$ cat src/rtl/pph_regs.svh
// Register map, field positions and fixed values of the path point handshake block.
// Assumes a 32-bit APB bus with byte addresses; included by the ramp checker, the sequencer and the bench.
// Operation
// - Helical points regulate speed along the circumference.
// - Linear and circular points regulate combined speed of all axes.
// - Asserted skip input abandons the current point and starts the next.
// - Skip on the final point decelerates to a stop and ends the path.
// - Negative speed change on a helical point may step back one point.
// - Speed-switching flag works on helical points as on others.
// - Finish-wait mode always uses the fixed ramp time.
// - Ramp time is given directly or read from one data word.
// - Out-of-range ramp at start reports error 13 and uses 1000 ms.
// - Tag strobe goes to every interpolating axis; acknowledge comes on one.
// - Helical points strobe all axes and accept acknowledge on any.
// - Starting a tagged point presents its tag and raises the strobe.
// - Finish-wait mode holds the next point until acknowledge arrives.
// - Strobe drops as soon as acknowledge is seen high.
// - Next positioning waits for acknowledge to return low.
// - Tagged final point completes after acknowledge low, high, low.
`ifndef PPH_REGS_SVH
`define PPH_REGS_SVH
`define PPH_A_CTRL      12'h000
`define PPH_A_RAMP      12'h004
`define PPH_A_DWORD     12'h008
`define PPH_A_STATUS    12'h00c
`define PPH_A_ERR       12'h010
`define PPH_A_PT_BASE   12'h040
`define PPH_CTRL_START  0
`define PPH_CTRL_FIN    1
`define PPH_CTRL_LAST   4
`define PPH_CTRL_AXES   8
`define PPH_RAMP_IND    16
`define PPH_PT_TAG      0
`define PPH_PT_KIND     8
`define PPH_PT_HASTAG   10
`define PPH_PT_SPSW     11
`define PPH_PT_SKEN     12
`define PPH_PT_SKSEL    13
`define PPH_ST_IDX      4
`define PPH_ST_BUSY     8
`define PPH_ST_STROBE   9
`define PPH_ST_ACK      10
`define PPH_ERR_RAMP    8'h0d
`define PPH_RAMP_MIN    16'h0001
`define PPH_RAMP_MAX    16'h1388
`define PPH_RAMP_DEF    16'h03e8
`define PPH_AXES_RST    4'h3
`endif

$ cat src/rtl/pph_pkg.sv
// Shared types of the path point handshake block.
// Assumes nothing of its surroundings.
package pph_pkg;
  // Sequencer states, Gray coded along idle, run, hold, release.
  typedef enum logic [2:0] {
    PPH_IDLE = 3'h0,
    PPH_RUN  = 3'h1,
    PPH_HOLD = 3'h3,
    PPH_REL  = 3'h2,
    PPH_STOP = 3'h6
  } pph_state_e;
  // Interpolation kind of a pass point.
  typedef enum logic [1:0] {
    PPH_LIN  = 2'h0,
    PPH_CIRC = 2'h1,
    PPH_HELI = 2'h2
  } pph_kind_e;
endpackage : pph_pkg

$ cat src/rtl/pph_ramp_if.sv
// Carrier between the sequencer and the ramp time checker.
// Assumes both ends run on the same clock.
interface pph_ramp_if;
  logic [15:0] direct;
  logic        indirect;
  logic [15:0] word;
  logic [15:0] ms;
  logic        bad;
  modport cfg (output direct, output indirect, output word, input ms, input bad);
  modport chk (input direct, input indirect, input word, output ms, output bad);
endinterface : pph_ramp_if

$ cat src/rtl/pph_sync.sv
// Two-stage synchroniser for a vector of pin inputs.
// Assumes each bit is an independent level from outside the pclk domain.
module pph_sync #(
  parameter int W = 4
) (
  input  wire logic         pclk,
  input  wire logic         presetn,
  input  wire logic [W-1:0] din,
  output logic      [W-1:0] dout
);
  typedef struct packed {
    logic [W-1:0] meta;
    logic [W-1:0] stab;
  } pph_sync_s;
  pph_sync_s s_q, s_d;

  // The first stage feeds only the second stage.
  always_comb begin
    s_d      = s_q;
    s_d.meta = din;
    s_d.stab = s_q.meta;
  end

  always_ff @(posedge pclk or negedge presetn) begin
    if (!presetn) begin
      s_q <= '0;
    end else begin
      s_q <= s_d;
    end
  end

  assign dout = s_q.stab;
endmodule : pph_sync

$ cat src/rtl/pph_ramp.sv
// Fixed ramp time selection and range check for finish-wait mode.
// Assumes the interface inputs come from registers on pclk.
`include "pph_regs.svh"
module pph_ramp (
  input  wire logic pclk,
  input  wire logic presetn,
  pph_ramp_if.chk   rif
);
  typedef struct packed {
    logic [15:0] ms;
    logic        bad;
  } pph_ramp_s;
  pph_ramp_s s_q, s_d;
  logic [15:0] val;

  // An indirect setting reads the single data word.
  always_comb begin
    val     = rif.indirect ? rif.word : rif.direct;
    s_d.bad = (val < `PPH_RAMP_MIN) || (val > `PPH_RAMP_MAX);
    s_d.ms  = s_d.bad ? `PPH_RAMP_DEF : val;
  end

  always_ff @(posedge pclk or negedge presetn) begin
    if (!presetn) begin
      s_q <= '{ms: `PPH_RAMP_DEF, bad: 1'b0};
    end else begin
      s_q <= s_d;
    end
  end

  assign rif.ms  = s_q.ms;
  assign rif.bad = s_q.bad;

  AST_RAMP_DEF: assert property (@(posedge pclk) disable iff (!presetn)
    rif.bad |-> rif.ms == `PPH_RAMP_DEF) else $error("Bad ramp not replaced by default.");
endmodule : pph_ramp

$ cat src/rtl/pph_path_seq.sv
// Pass point sequencer with skip, step back and tag/finish handshake.
// Assumes an APB master on pclk, an interpolator on pclk giving seg_done and
// speed_neg, and skip and acknowledge pins from outside the clock domain.
`include "pph_regs.svh"
module pph_path_seq #(
  parameter int NPTS  = 8,
  parameter int NAXES = 4,
  parameter int NSKIP = 4
) (
  input  wire logic             pclk,
  input  wire logic             presetn,
  input  wire logic [11:0]      paddr,
  input  wire logic             psel,
  input  wire logic             penable,
  input  wire logic             pwrite,
  input  wire logic [31:0]      pwdata,
  output logic      [31:0]      prdata,
  output logic                  pready,
  output logic                  pslverr,
  input  wire logic [NSKIP-1:0] skip_in,
  input  wire logic [NAXES-1:0] fin_ack_in,
  input  wire logic             seg_done,
  input  wire logic             speed_neg,
  output logic                  seg_start,
  output logic [$clog2(NPTS)-1:0] point_idx,
  output logic                  speed_circ,
  output logic                  speed_switch,
  output logic                  fixed_ramp,
  output logic [15:0]           ramp_ms,
  output logic                  decel_stop,
  output logic                  path_done,
  output logic [7:0]            tag_code,
  output logic [NAXES-1:0]      tag_valid
);
  localparam int IW = $clog2(NPTS);
  localparam int SW = $clog2(NSKIP);

  typedef struct packed {
    logic [NPTS-1:0][15:0] pt;
    logic                  fin_mode;
    logic [NAXES-1:0]      axes;
    logic [IW-1:0]         last;
    logic [16:0]           ramp;
    logic [15:0]           dword;
    logic [7:0]            err;
    logic [31:0]           rdata;
    pph_pkg::pph_state_e   st;
    logic [IW-1:0]         idx;
    logic [7:0]            tag;
    logic                  strobe;
    logic                  ack_seen;
    logic [NSKIP-1:0]      skip_prev;
    logic                  seg_start;
    logic                  decel_stop;
    logic                  path_done;
  } pph_main_s;
  pph_main_s s_q, s_d;

  logic [NSKIP-1:0] skip_s;
  logic [NAXES-1:0] ack_s;
  logic             fin_any;
  logic             skip_rise;
  logic             is_last;
  logic             wr;
  logic             hit;
  logic [15:0]      cur;
  pph_ramp_if       rif ();

  ////////////////////////////////////////////////////////////////////////////
  // Helpers.

  // Interpolation kind of a point word.
  function automatic pph_pkg::pph_kind_e fn_kind(input logic [15:0] p);
    fn_kind = pph_pkg::pph_kind_e'(p[`PPH_PT_KIND +: 2]);
  endfunction : fn_kind

  // Byte address of a point word; index widths stay inside the 12-bit bus.
  function automatic logic [11:0] fn_pt_addr(input int i);
    fn_pt_addr = `PPH_A_PT_BASE + 12'(i * 4);
  endfunction : fn_pt_addr

  // Begin positioning toward point i with its tag presented.
  function automatic pph_main_s fn_go(input pph_main_s s, input logic [IW-1:0] i);
    pph_main_s r;
    r           = s;
    r.st        = pph_pkg::PPH_RUN;
    r.idx       = i;
    r.tag       = s.pt[i][`PPH_PT_TAG +: 8];
    r.strobe    = s.pt[i][`PPH_PT_HASTAG];
    r.ack_seen  = 1'b0;
    r.seg_start = 1'b1;
    return r;
  endfunction : fn_go

  ////////////////////////////////////////////////////////////////////////////
  // Pin synchronisers and ramp checker.

  pph_sync #(.W(NSKIP)) u_skip_sync (
    .pclk    (pclk),
    .presetn (presetn),
    .din     (skip_in),
    .dout    (skip_s)
  );

  pph_sync #(.W(NAXES)) u_ack_sync (
    .pclk    (pclk),
    .presetn (presetn),
    .din     (fin_ack_in),
    .dout    (ack_s)
  );

  assign rif.direct   = s_q.ramp[15:0];
  assign rif.indirect = s_q.ramp[`PPH_RAMP_IND];
  assign rif.word     = s_q.dword;

  pph_ramp u_ramp (
    .pclk    (pclk),
    .presetn (presetn),
    .rif     (rif)
  );

  ////////////////////////////////////////////////////////////////////////////
  // Decoded conditions.

  // An acknowledge on any enabled axis counts, so a helical point answers on either kind.
  assign fin_any   = |(ack_s & s_q.axes);
  assign cur       = s_q.pt[s_q.idx];
  assign is_last   = (s_q.idx == s_q.last);
  // Edge, not level, so a held skip does not also skip the following point.
  assign skip_rise = cur[`PPH_PT_SKEN] && skip_s[cur[`PPH_PT_SKSEL +: SW]] && !s_q.skip_prev[cur[`PPH_PT_SKSEL +: SW]];
  assign wr        = psel && penable && pwrite;

  // Address decode; anything else answers with an error.
  always_comb begin
    hit = (paddr == `PPH_A_CTRL) || (paddr == `PPH_A_RAMP) || (paddr == `PPH_A_DWORD) ||
          (paddr == `PPH_A_STATUS) || (paddr == `PPH_A_ERR);
    for (int i = 0; i < NPTS; i++) begin
      if (paddr == fn_pt_addr(i)) begin
        hit = 1'b1;
      end
    end
  end

  ////////////////////////////////////////////////////////////////////////////
  // Next state: bus access, then sequencing.

  always_comb begin
    s_d            = s_q;
    s_d.seg_start  = 1'b0;
    s_d.decel_stop = 1'b0;
    s_d.path_done  = 1'b0;
    s_d.skip_prev  = skip_s;

    // Read data is captured in the setup cycle so the access cycle needs no wait.
    if (psel && !penable && !pwrite) begin
      s_d.rdata = '0;
      case (paddr)
        `PPH_A_CTRL: begin
          s_d.rdata[`PPH_CTRL_FIN]            = s_q.fin_mode;
          s_d.rdata[`PPH_CTRL_LAST +: IW]     = s_q.last;
          s_d.rdata[`PPH_CTRL_AXES +: NAXES]  = s_q.axes;
        end
        `PPH_A_RAMP:  s_d.rdata[16:0] = s_q.ramp;
        `PPH_A_DWORD: s_d.rdata[15:0] = s_q.dword;
        `PPH_A_STATUS: begin
          s_d.rdata[2:0]                = s_q.st;
          s_d.rdata[`PPH_ST_IDX +: IW]  = s_q.idx;
          s_d.rdata[`PPH_ST_BUSY]       = (s_q.st != pph_pkg::PPH_IDLE);
          s_d.rdata[`PPH_ST_STROBE]     = s_q.strobe;
          s_d.rdata[`PPH_ST_ACK]        = fin_any;
        end
        `PPH_A_ERR:   s_d.rdata[7:0] = s_q.err;
        default: begin
          for (int i = 0; i < NPTS; i++) begin
            if (paddr == fn_pt_addr(i)) begin
              s_d.rdata[15:0] = s_q.pt[i];
            end
          end
        end
      endcase
    end

    // Writes take effect at the access edge.
    if (wr) begin
      case (paddr)
        `PPH_A_CTRL: begin
          s_d.fin_mode = pwdata[`PPH_CTRL_FIN];
          s_d.last     = pwdata[`PPH_CTRL_LAST +: IW];
          s_d.axes     = pwdata[`PPH_CTRL_AXES +: NAXES];
        end
        `PPH_A_RAMP:  s_d.ramp  = pwdata[16:0];
        `PPH_A_DWORD: s_d.dword = pwdata[15:0];
        `PPH_A_ERR:   s_d.err   = '0;
        default: begin
          for (int i = 0; i < NPTS; i++) begin
            if (paddr == fn_pt_addr(i)) begin
              s_d.pt[i] = pwdata[15:0];
            end
          end
        end
      endcase
    end

    // Path start; error set comes after the clear so it wins.
    if (wr && paddr == `PPH_A_CTRL && pwdata[`PPH_CTRL_START] && s_q.st == pph_pkg::PPH_IDLE) begin
      if (pwdata[`PPH_CTRL_FIN] && rif.bad) begin
        s_d.err = `PPH_ERR_RAMP;
      end
      s_d = fn_go(s_d, '0);
    end

    case (s_q.st)
      pph_pkg::PPH_IDLE: ;
      pph_pkg::PPH_RUN: begin
        if (s_q.strobe && fin_any) begin
          s_d.strobe   = 1'b0;
          s_d.ack_seen = 1'b1;
        end
        if (skip_rise) begin
          if (is_last) begin
            s_d.st         = pph_pkg::PPH_STOP;
            s_d.decel_stop = 1'b1;
            s_d.strobe     = 1'b0;
          end else begin
            s_d = fn_go(s_d, s_q.idx + 1'b1);
          end
        end else if (speed_neg && fn_kind(cur) == pph_pkg::PPH_HELI && s_q.idx != '0) begin
          s_d = fn_go(s_d, s_q.idx - 1'b1);
        end else if (seg_done) begin
          // Tagged points wait in finish-wait mode, and a tagged final point always waits.
          if (cur[`PPH_PT_HASTAG] && (s_q.fin_mode || is_last)) begin
            s_d.st = (s_q.ack_seen || fin_any) ? pph_pkg::PPH_REL : pph_pkg::PPH_HOLD;
          end else if (is_last) begin
            s_d.st        = pph_pkg::PPH_IDLE;
            s_d.strobe    = 1'b0;
            s_d.path_done = 1'b1;
          end else begin
            s_d = fn_go(s_d, s_q.idx + 1'b1);
          end
        end
      end
      pph_pkg::PPH_HOLD: begin
        if (fin_any) begin
          s_d.strobe = 1'b0;
          s_d.st     = pph_pkg::PPH_REL;
        end
      end
      pph_pkg::PPH_REL: begin
        if (!fin_any) begin
          if (is_last) begin
            s_d.st        = pph_pkg::PPH_IDLE;
            s_d.path_done = 1'b1;
          end else begin
            s_d = fn_go(s_d, s_q.idx + 1'b1);
          end
        end
      end
      pph_pkg::PPH_STOP: begin
        if (seg_done) begin
          s_d.st        = pph_pkg::PPH_IDLE;
          s_d.path_done = 1'b1;
        end
      end
      default: s_d.st = pph_pkg::PPH_IDLE;
    endcase
  end

  always_ff @(posedge pclk or negedge presetn) begin
    if (!presetn) begin
      s_q      <= '0;
      s_q.axes <= `PPH_AXES_RST;
    end else begin
      s_q <= s_d;
    end
  end

  ////////////////////////////////////////////////////////////////////////////
  // Outputs.

  assign prdata       = s_q.rdata;
  assign pready       = 1'b1;
  assign pslverr      = psel && penable && !hit;
  assign seg_start    = s_q.seg_start;
  assign point_idx    = s_q.idx;
  assign speed_circ   = (fn_kind(cur) == pph_pkg::PPH_HELI);
  assign speed_switch = cur[`PPH_PT_SPSW];
  assign fixed_ramp   = s_q.fin_mode;
  assign ramp_ms      = rif.ms;
  assign decel_stop   = s_q.decel_stop;
  assign path_done    = s_q.path_done;
  assign tag_code     = s_q.tag;
  assign tag_valid    = {NAXES{s_q.strobe}} & s_q.axes;

  ////////////////////////////////////////////////////////////////////////////
  // Checks.

  AST_TAG_STABLE: assert property (@(posedge pclk) disable iff (!presetn)
    s_q.strobe && $past(s_q.strobe) |-> s_q.tag == $past(s_q.tag)) else $error("Tag changed under strobe.");
  AST_STROBE_DROP: assert property (@(posedge pclk) disable iff (!presetn)
    s_q.strobe && fin_any && s_q.st != pph_pkg::PPH_IDLE && !s_d.seg_start |=> !s_q.strobe)
    else $error("Strobe held after acknowledge.");
  AST_HOLD: assert property (@(posedge pclk) disable iff (!presetn)
    s_q.st == pph_pkg::PPH_HOLD && !fin_any |=> s_q.st == pph_pkg::PPH_HOLD && !s_q.seg_start)
    else $error("Advanced without acknowledge.");
  AST_REL_LOW: assert property (@(posedge pclk) disable iff (!presetn)
    s_q.st == pph_pkg::PPH_REL && fin_any |=> !s_q.seg_start && !s_q.path_done)
    else $error("Advanced while acknowledge high.");
  AST_START_TAG: assert property (@(posedge pclk) disable iff (!presetn)
    s_q.seg_start |-> s_q.strobe == cur[`PPH_PT_HASTAG] && s_q.tag == cur[`PPH_PT_TAG +: 8])
    else $error("Tag not presented at point start.");
  AST_SKIP: assert property (@(posedge pclk) disable iff (!presetn)
    s_q.st == pph_pkg::PPH_RUN && skip_rise && !is_last && !(wr && paddr == `PPH_A_CTRL)
    |=> s_q.seg_start && s_q.idx == $past(s_q.idx) + 1'b1) else $error("Skip did not advance.");
  AST_SKIP_END: assert property (@(posedge pclk) disable iff (!presetn)
    s_q.st == pph_pkg::PPH_RUN && skip_rise && is_last
    |=> s_q.decel_stop && s_q.st == pph_pkg::PPH_STOP) else $error("Final skip did not stop.");
  AST_BACK: assert property (@(posedge pclk) disable iff (!presetn)
    s_q.st == pph_pkg::PPH_RUN && !skip_rise && speed_neg && speed_circ && s_q.idx != '0
    |=> s_q.idx == $past(s_q.idx) - 1'b1) else $error("No step back on helical point.");
  AST_ERR13: assert property (@(posedge pclk) disable iff (!presetn)
    wr && paddr == `PPH_A_CTRL && pwdata[`PPH_CTRL_START] && pwdata[`PPH_CTRL_FIN] && rif.bad &&
    s_q.st == pph_pkg::PPH_IDLE |=> s_q.err == `PPH_ERR_RAMP) else $error("Ramp error not reported.");

  COV_SKIP: cover property (@(posedge pclk) disable iff (!presetn) s_q.st == pph_pkg::PPH_RUN && skip_rise);
  COV_DONE: cover property (@(posedge pclk) disable iff (!presetn) s_q.path_done);
  COV_HOLD: cover property (@(posedge pclk) disable iff (!presetn)
    s_q.st == pph_pkg::PPH_HOLD ##1 s_q.st == pph_pkg::PPH_REL);
endmodule : pph_path_seq

$ cat config.mk
export PLATFORM = sky130hd
export DESIGN_NAME = pph_path_seq
export DESIGN_NICKNAME = d
export VERILOG_FILES = /design/src/rtl/pph_pkg.sv /design/src/rtl/pph_ramp_if.sv /design/src/rtl/pph_sync.sv /design/src/rtl/pph_ramp.sv /design/src/rtl/pph_path_seq.sv
export VERILOG_INCLUDE_DIRS = /design/src /design/src/rtl
export SDC_FILE = /design/constraint.sdc
export NUM_CORES = 1
export LEC_CHECK = 0
export ABC_AREA = 0
export BUFFER_PORTS_ARGS = -buffer_cell sky130_fd_sc_hd__buf_2
export CAP_MARGIN = 20
export CORE_MARGIN = 2
export CORE_UTILIZATION = 50
export DETAILED_ROUTE_END_ITERATION = 8
export PLACE_DENSITY = 0.75
export SKIP_LAST_GASP = 1
export SLEW_MARGIN = 15
export SYNTH_ARGS = -nofsm -noshare
export SYNTH_HDL_FRONTEND = slang
export SYNTH_SLANG_ARGS = --single-unit
$ cat constraint.sdc
create_clock -name pclk -period 3.4 [get_ports pclk]
set_input_delay 0 -clock pclk [delete_from_list [all_inputs] [get_ports pclk]]
set_output_delay 0 -clock pclk [all_outputs]
set_load 0.01 [all_outputs]
==> results_dict.tcl <==
set metrics [dict create \
    core_area_mm2 0.0261 \
    drcViolationCount 0 \
    root_buffer "clkbuf_16" \
    multi_input_area_mm2 0.00634 \
    place_ws_ns 0.230 \
    grt_max_degree 104 \
    clk_pin_slew_ns 0.06 \
    synth_cell_type_count 78 \
    start_util_pct 51.0 \
    drive_above_1_share_pct 25.2 \
    register_area_mm2 0.00627 \
    setup_ws_ns 0.385 \
    first_pass_iters 6 \
    ios 130 \
    io_buffer_count 98 \
    die_area_mm2 0.0279 \
    final.setup.tns_ns 0 \
    die_w_um 167 \
    drv_cap 0 \
    fin_util_pct 58.5 \
    place.gp.congestion 0.949 \
    synth_top_family_by_area "simple AND/OR/NAND/NOR gates" \
    diodes 0 \
    clkSinkCount 250 \
    cts-buffers-inserted 27 \
    skew_ns 0.0126 \
    grt_pass1_vias 10500 \
    place_hpwl_um 26900 \
    cts_buffer_depth 3 \
    area_delta_synth_final_pct 14.7 \
    fillers 2147 \
    clock.fmax_mhz 332 \
    syn_area_per_cell_um2 10.2 \
    path_class "register to register" \
    synthesis.area_mm2 0.0133 \
    vias 11000 \
    async_flop_share_pct 100 \
    crit_required_ns 3.83 \
    min_period_ns 3.01 \
    ys.flop_type "dfrtp_1" \
    hold_class "primary input to async pin" \
    worstPathMaxFanout 9 \
    cts_tree "done" \
    synth_xor_area_share_pct 0.329 \
    finalCritPeriodShare_pct 88.7 \
    yosys.area_share.adder_pct 0.282 \
    status "completed" \
    initialDrtViolationCount 1294 \
    viasPerCell 6.27 \
    synth_enable_flop_cells 0 \
    arrival_ns 3.45 \
    synthMuxAreaShare_pct 16.2 \
    tightest_slew_ns 0.856 \
    final-setup-viol-count 0 \
    die_h_um 167 \
    synth_warnings 0 \
    post-place-cells 1676 \
    wirelength_um 38200 \
    grt_overflow 0 \
    hold_viol 0 \
    grt_use_total_pct 27.3 \
    htree_levels 1 \
    syn_inst 1301 \
    crit_path_start_kind "register" \
    p_leak_nw 7.26 \
    ant_nets 0 \
    slew_headroom_pct 42.9 \
    synth_seq_cells 250 \
    nets 1459 \
    clkLatencyLatePin_ns 0.55 \
    cp-end-kind "register" \
    row_count 59 \
    wl_per_cell_um 21.8 \
    final_cells 1753 \
    ys_seq_area_share_pct 47.1 \
    synth-simple-area-share_pct 16.8 \
    power.density_mw_per_mm2 570 \
    vdd_drop_max_v 0.000489 \
    rsz0062_at_grt "no" \
    antenna_found_initial 0 \
    synth-compound-area-share_pct 13.5 \
    drv_slew 0 \
    grt_pass1_wl_um 60200 \
]
==> cell families after synthesis <==
logic type,after synthesis
and+or+nand+nor,459
xor gates and xnor gates,5
buffers and inverters,155
other,2
muxes,173
adders and majority gates,3
AOI/OAI and AO/OA,254
DFF,250
==> placed cells by master, fill, tap and decap left out, types with 15 or more instances in the layout <==
master         netlist  layout
dlygate4sd3_1        0      27
a21oi_1             61      61
inv_1               19      19
clkbuf_16            0      27
mux4_2              23      23
nand2b_1            18      18
nand3_1             27      27
o22ai_1             17      17
buf_4               46      58
nor2b_1             21      21
a31oi_1             20      20
a22oi_1             27      27
and3_1              15      15
dfrtp_1            242     241
a222oi_1            17      17
nor2_1              81      81
mux2i_1             44      44
mux2_2              98      98
nand2_1            223     223
conb_1               2      19
buf_2                8      97
==> worst max-delay path, cell delays in order (launching register included) <==
cell and delay (ns):
dfrtp_2 0.56, inv_2 0.18, ha_1 0.34, or4b_2 0.63, o22ai_1 0.33, nand2_1 0.12
o22a_1 0.22, a32o_1 0.21, a31o_2 0.20, o21a_1 0.10
==> cell type report <==
type / instances / share of cell area (%)
flip-flops and latches: 250 / 41.1
well taps: 335 / 2.75
clock inverters: 18 / 1.21
multi-input cells: 913 / 41.5
clock buffers: 32 / 4.75
repair buffers: 185 / 8.17
inverters: 20 / 0.492
==> where the power goes <==
group,internal [mW],switching [mW],total [mW],leakage (nW)
clock,1.75,1.25,3.01,0.447
sequential,3.10,0.158,3.26,3.37
combinational,1.03,1.40,2.43,3.44
total,5.88,2.81,8.69,7.26
==> routing by layer <==
layer / vias to the layer above / track usage, % / share of wire, %
met3: 73 / 5.73 / 10
li1: 4856 / - / -
met1: 5452 / 39.2 / 42
met5: - / 0 / 0
met2: 609 / 42.3 / 45
met4: 0 / 7.23 / 2.4
==> worst paths after layout <==
path	endpoint	slack (ns)	startpoint	depth (start not counted)
setup / recovery	tag_code[7]$_DFF_PN0_	0.39	point_idx[0]$_DFF_PN0_	9
hold / removal	rif.word[3]$_DFFE_PN0P_	0.08	presetn	2
setup reg to reg	tag_code[7]$_DFF_PN0_	0.39	point_idx[0]$_DFF_PN0_	9
hold reg to reg	u_skip_sync.dout[3]$_DFF_PN0_	0.35	u_skip_sync.s_d[3]$_DFF_PN0_	0
max in group asynchronous	u_ramp.rif.ms[9]$_DFF_PN1_	2.35	presetn	3
min in group pclk	u_skip_sync.s_d[1]$_DFF_PN0_	0.09	skip_in[1]	2
==> synthesized netlist by cell type, drive strengths merged (7+ instances only) <==
library cell,n,share of area (%)
o22ai,17,0.80
nor3,16,0.68
a222oi,17,1.3
a22oi,27,1.5
o21ai,25,0.94
mux4,23,3.9
a211oi,8,0.45
nor2,81,2.3
or4,7,0.42
and2,9,0.42
nand2,223,6.3
buf,61,3.1
a22o,9,0.59
dfrtp,242,46
nor2b,21,0.99
a31oi,20,0.94
nand2b,18,0.85
o211ai,9,0.51
o32ai,11,0.72
and3,16,0.79
clkbuf,74,2.1
nor4,13,1.3
nand3,28,1.1
a21oi,61,2.3
mux2i,44,3.3
mux2,106,9.0
dfstp,8,1.6
inv,20,0.56
a221oi,9,0.59
==> repair_timing <==
action / CTS / global route
gates resized for setup: 0 / 0
buffers inserted: 0 / 0
endpoints found under the hold margin: 275 / 0
hold buffers: 27 / 0
==> per-stage QoR <==
| step | hold WS (ns) | cell area [µm²] | power [mW] |
|---|---|---|---|
| final | 0.0842 | 15300 | 8.69 |
| after global routing | 0.0841 | 15300 | 9.05 |
| after CTS | 0.0801 | 15300 | 8.68 |
| after detailed placement | 0.109 | 14100 | 5.65 |
| after global placement | 0.108 | 14100 | 5.59 |
| after floorplan | -0.296 | 13400 | 4.96 |
Power figures use the tool's default switching activity.
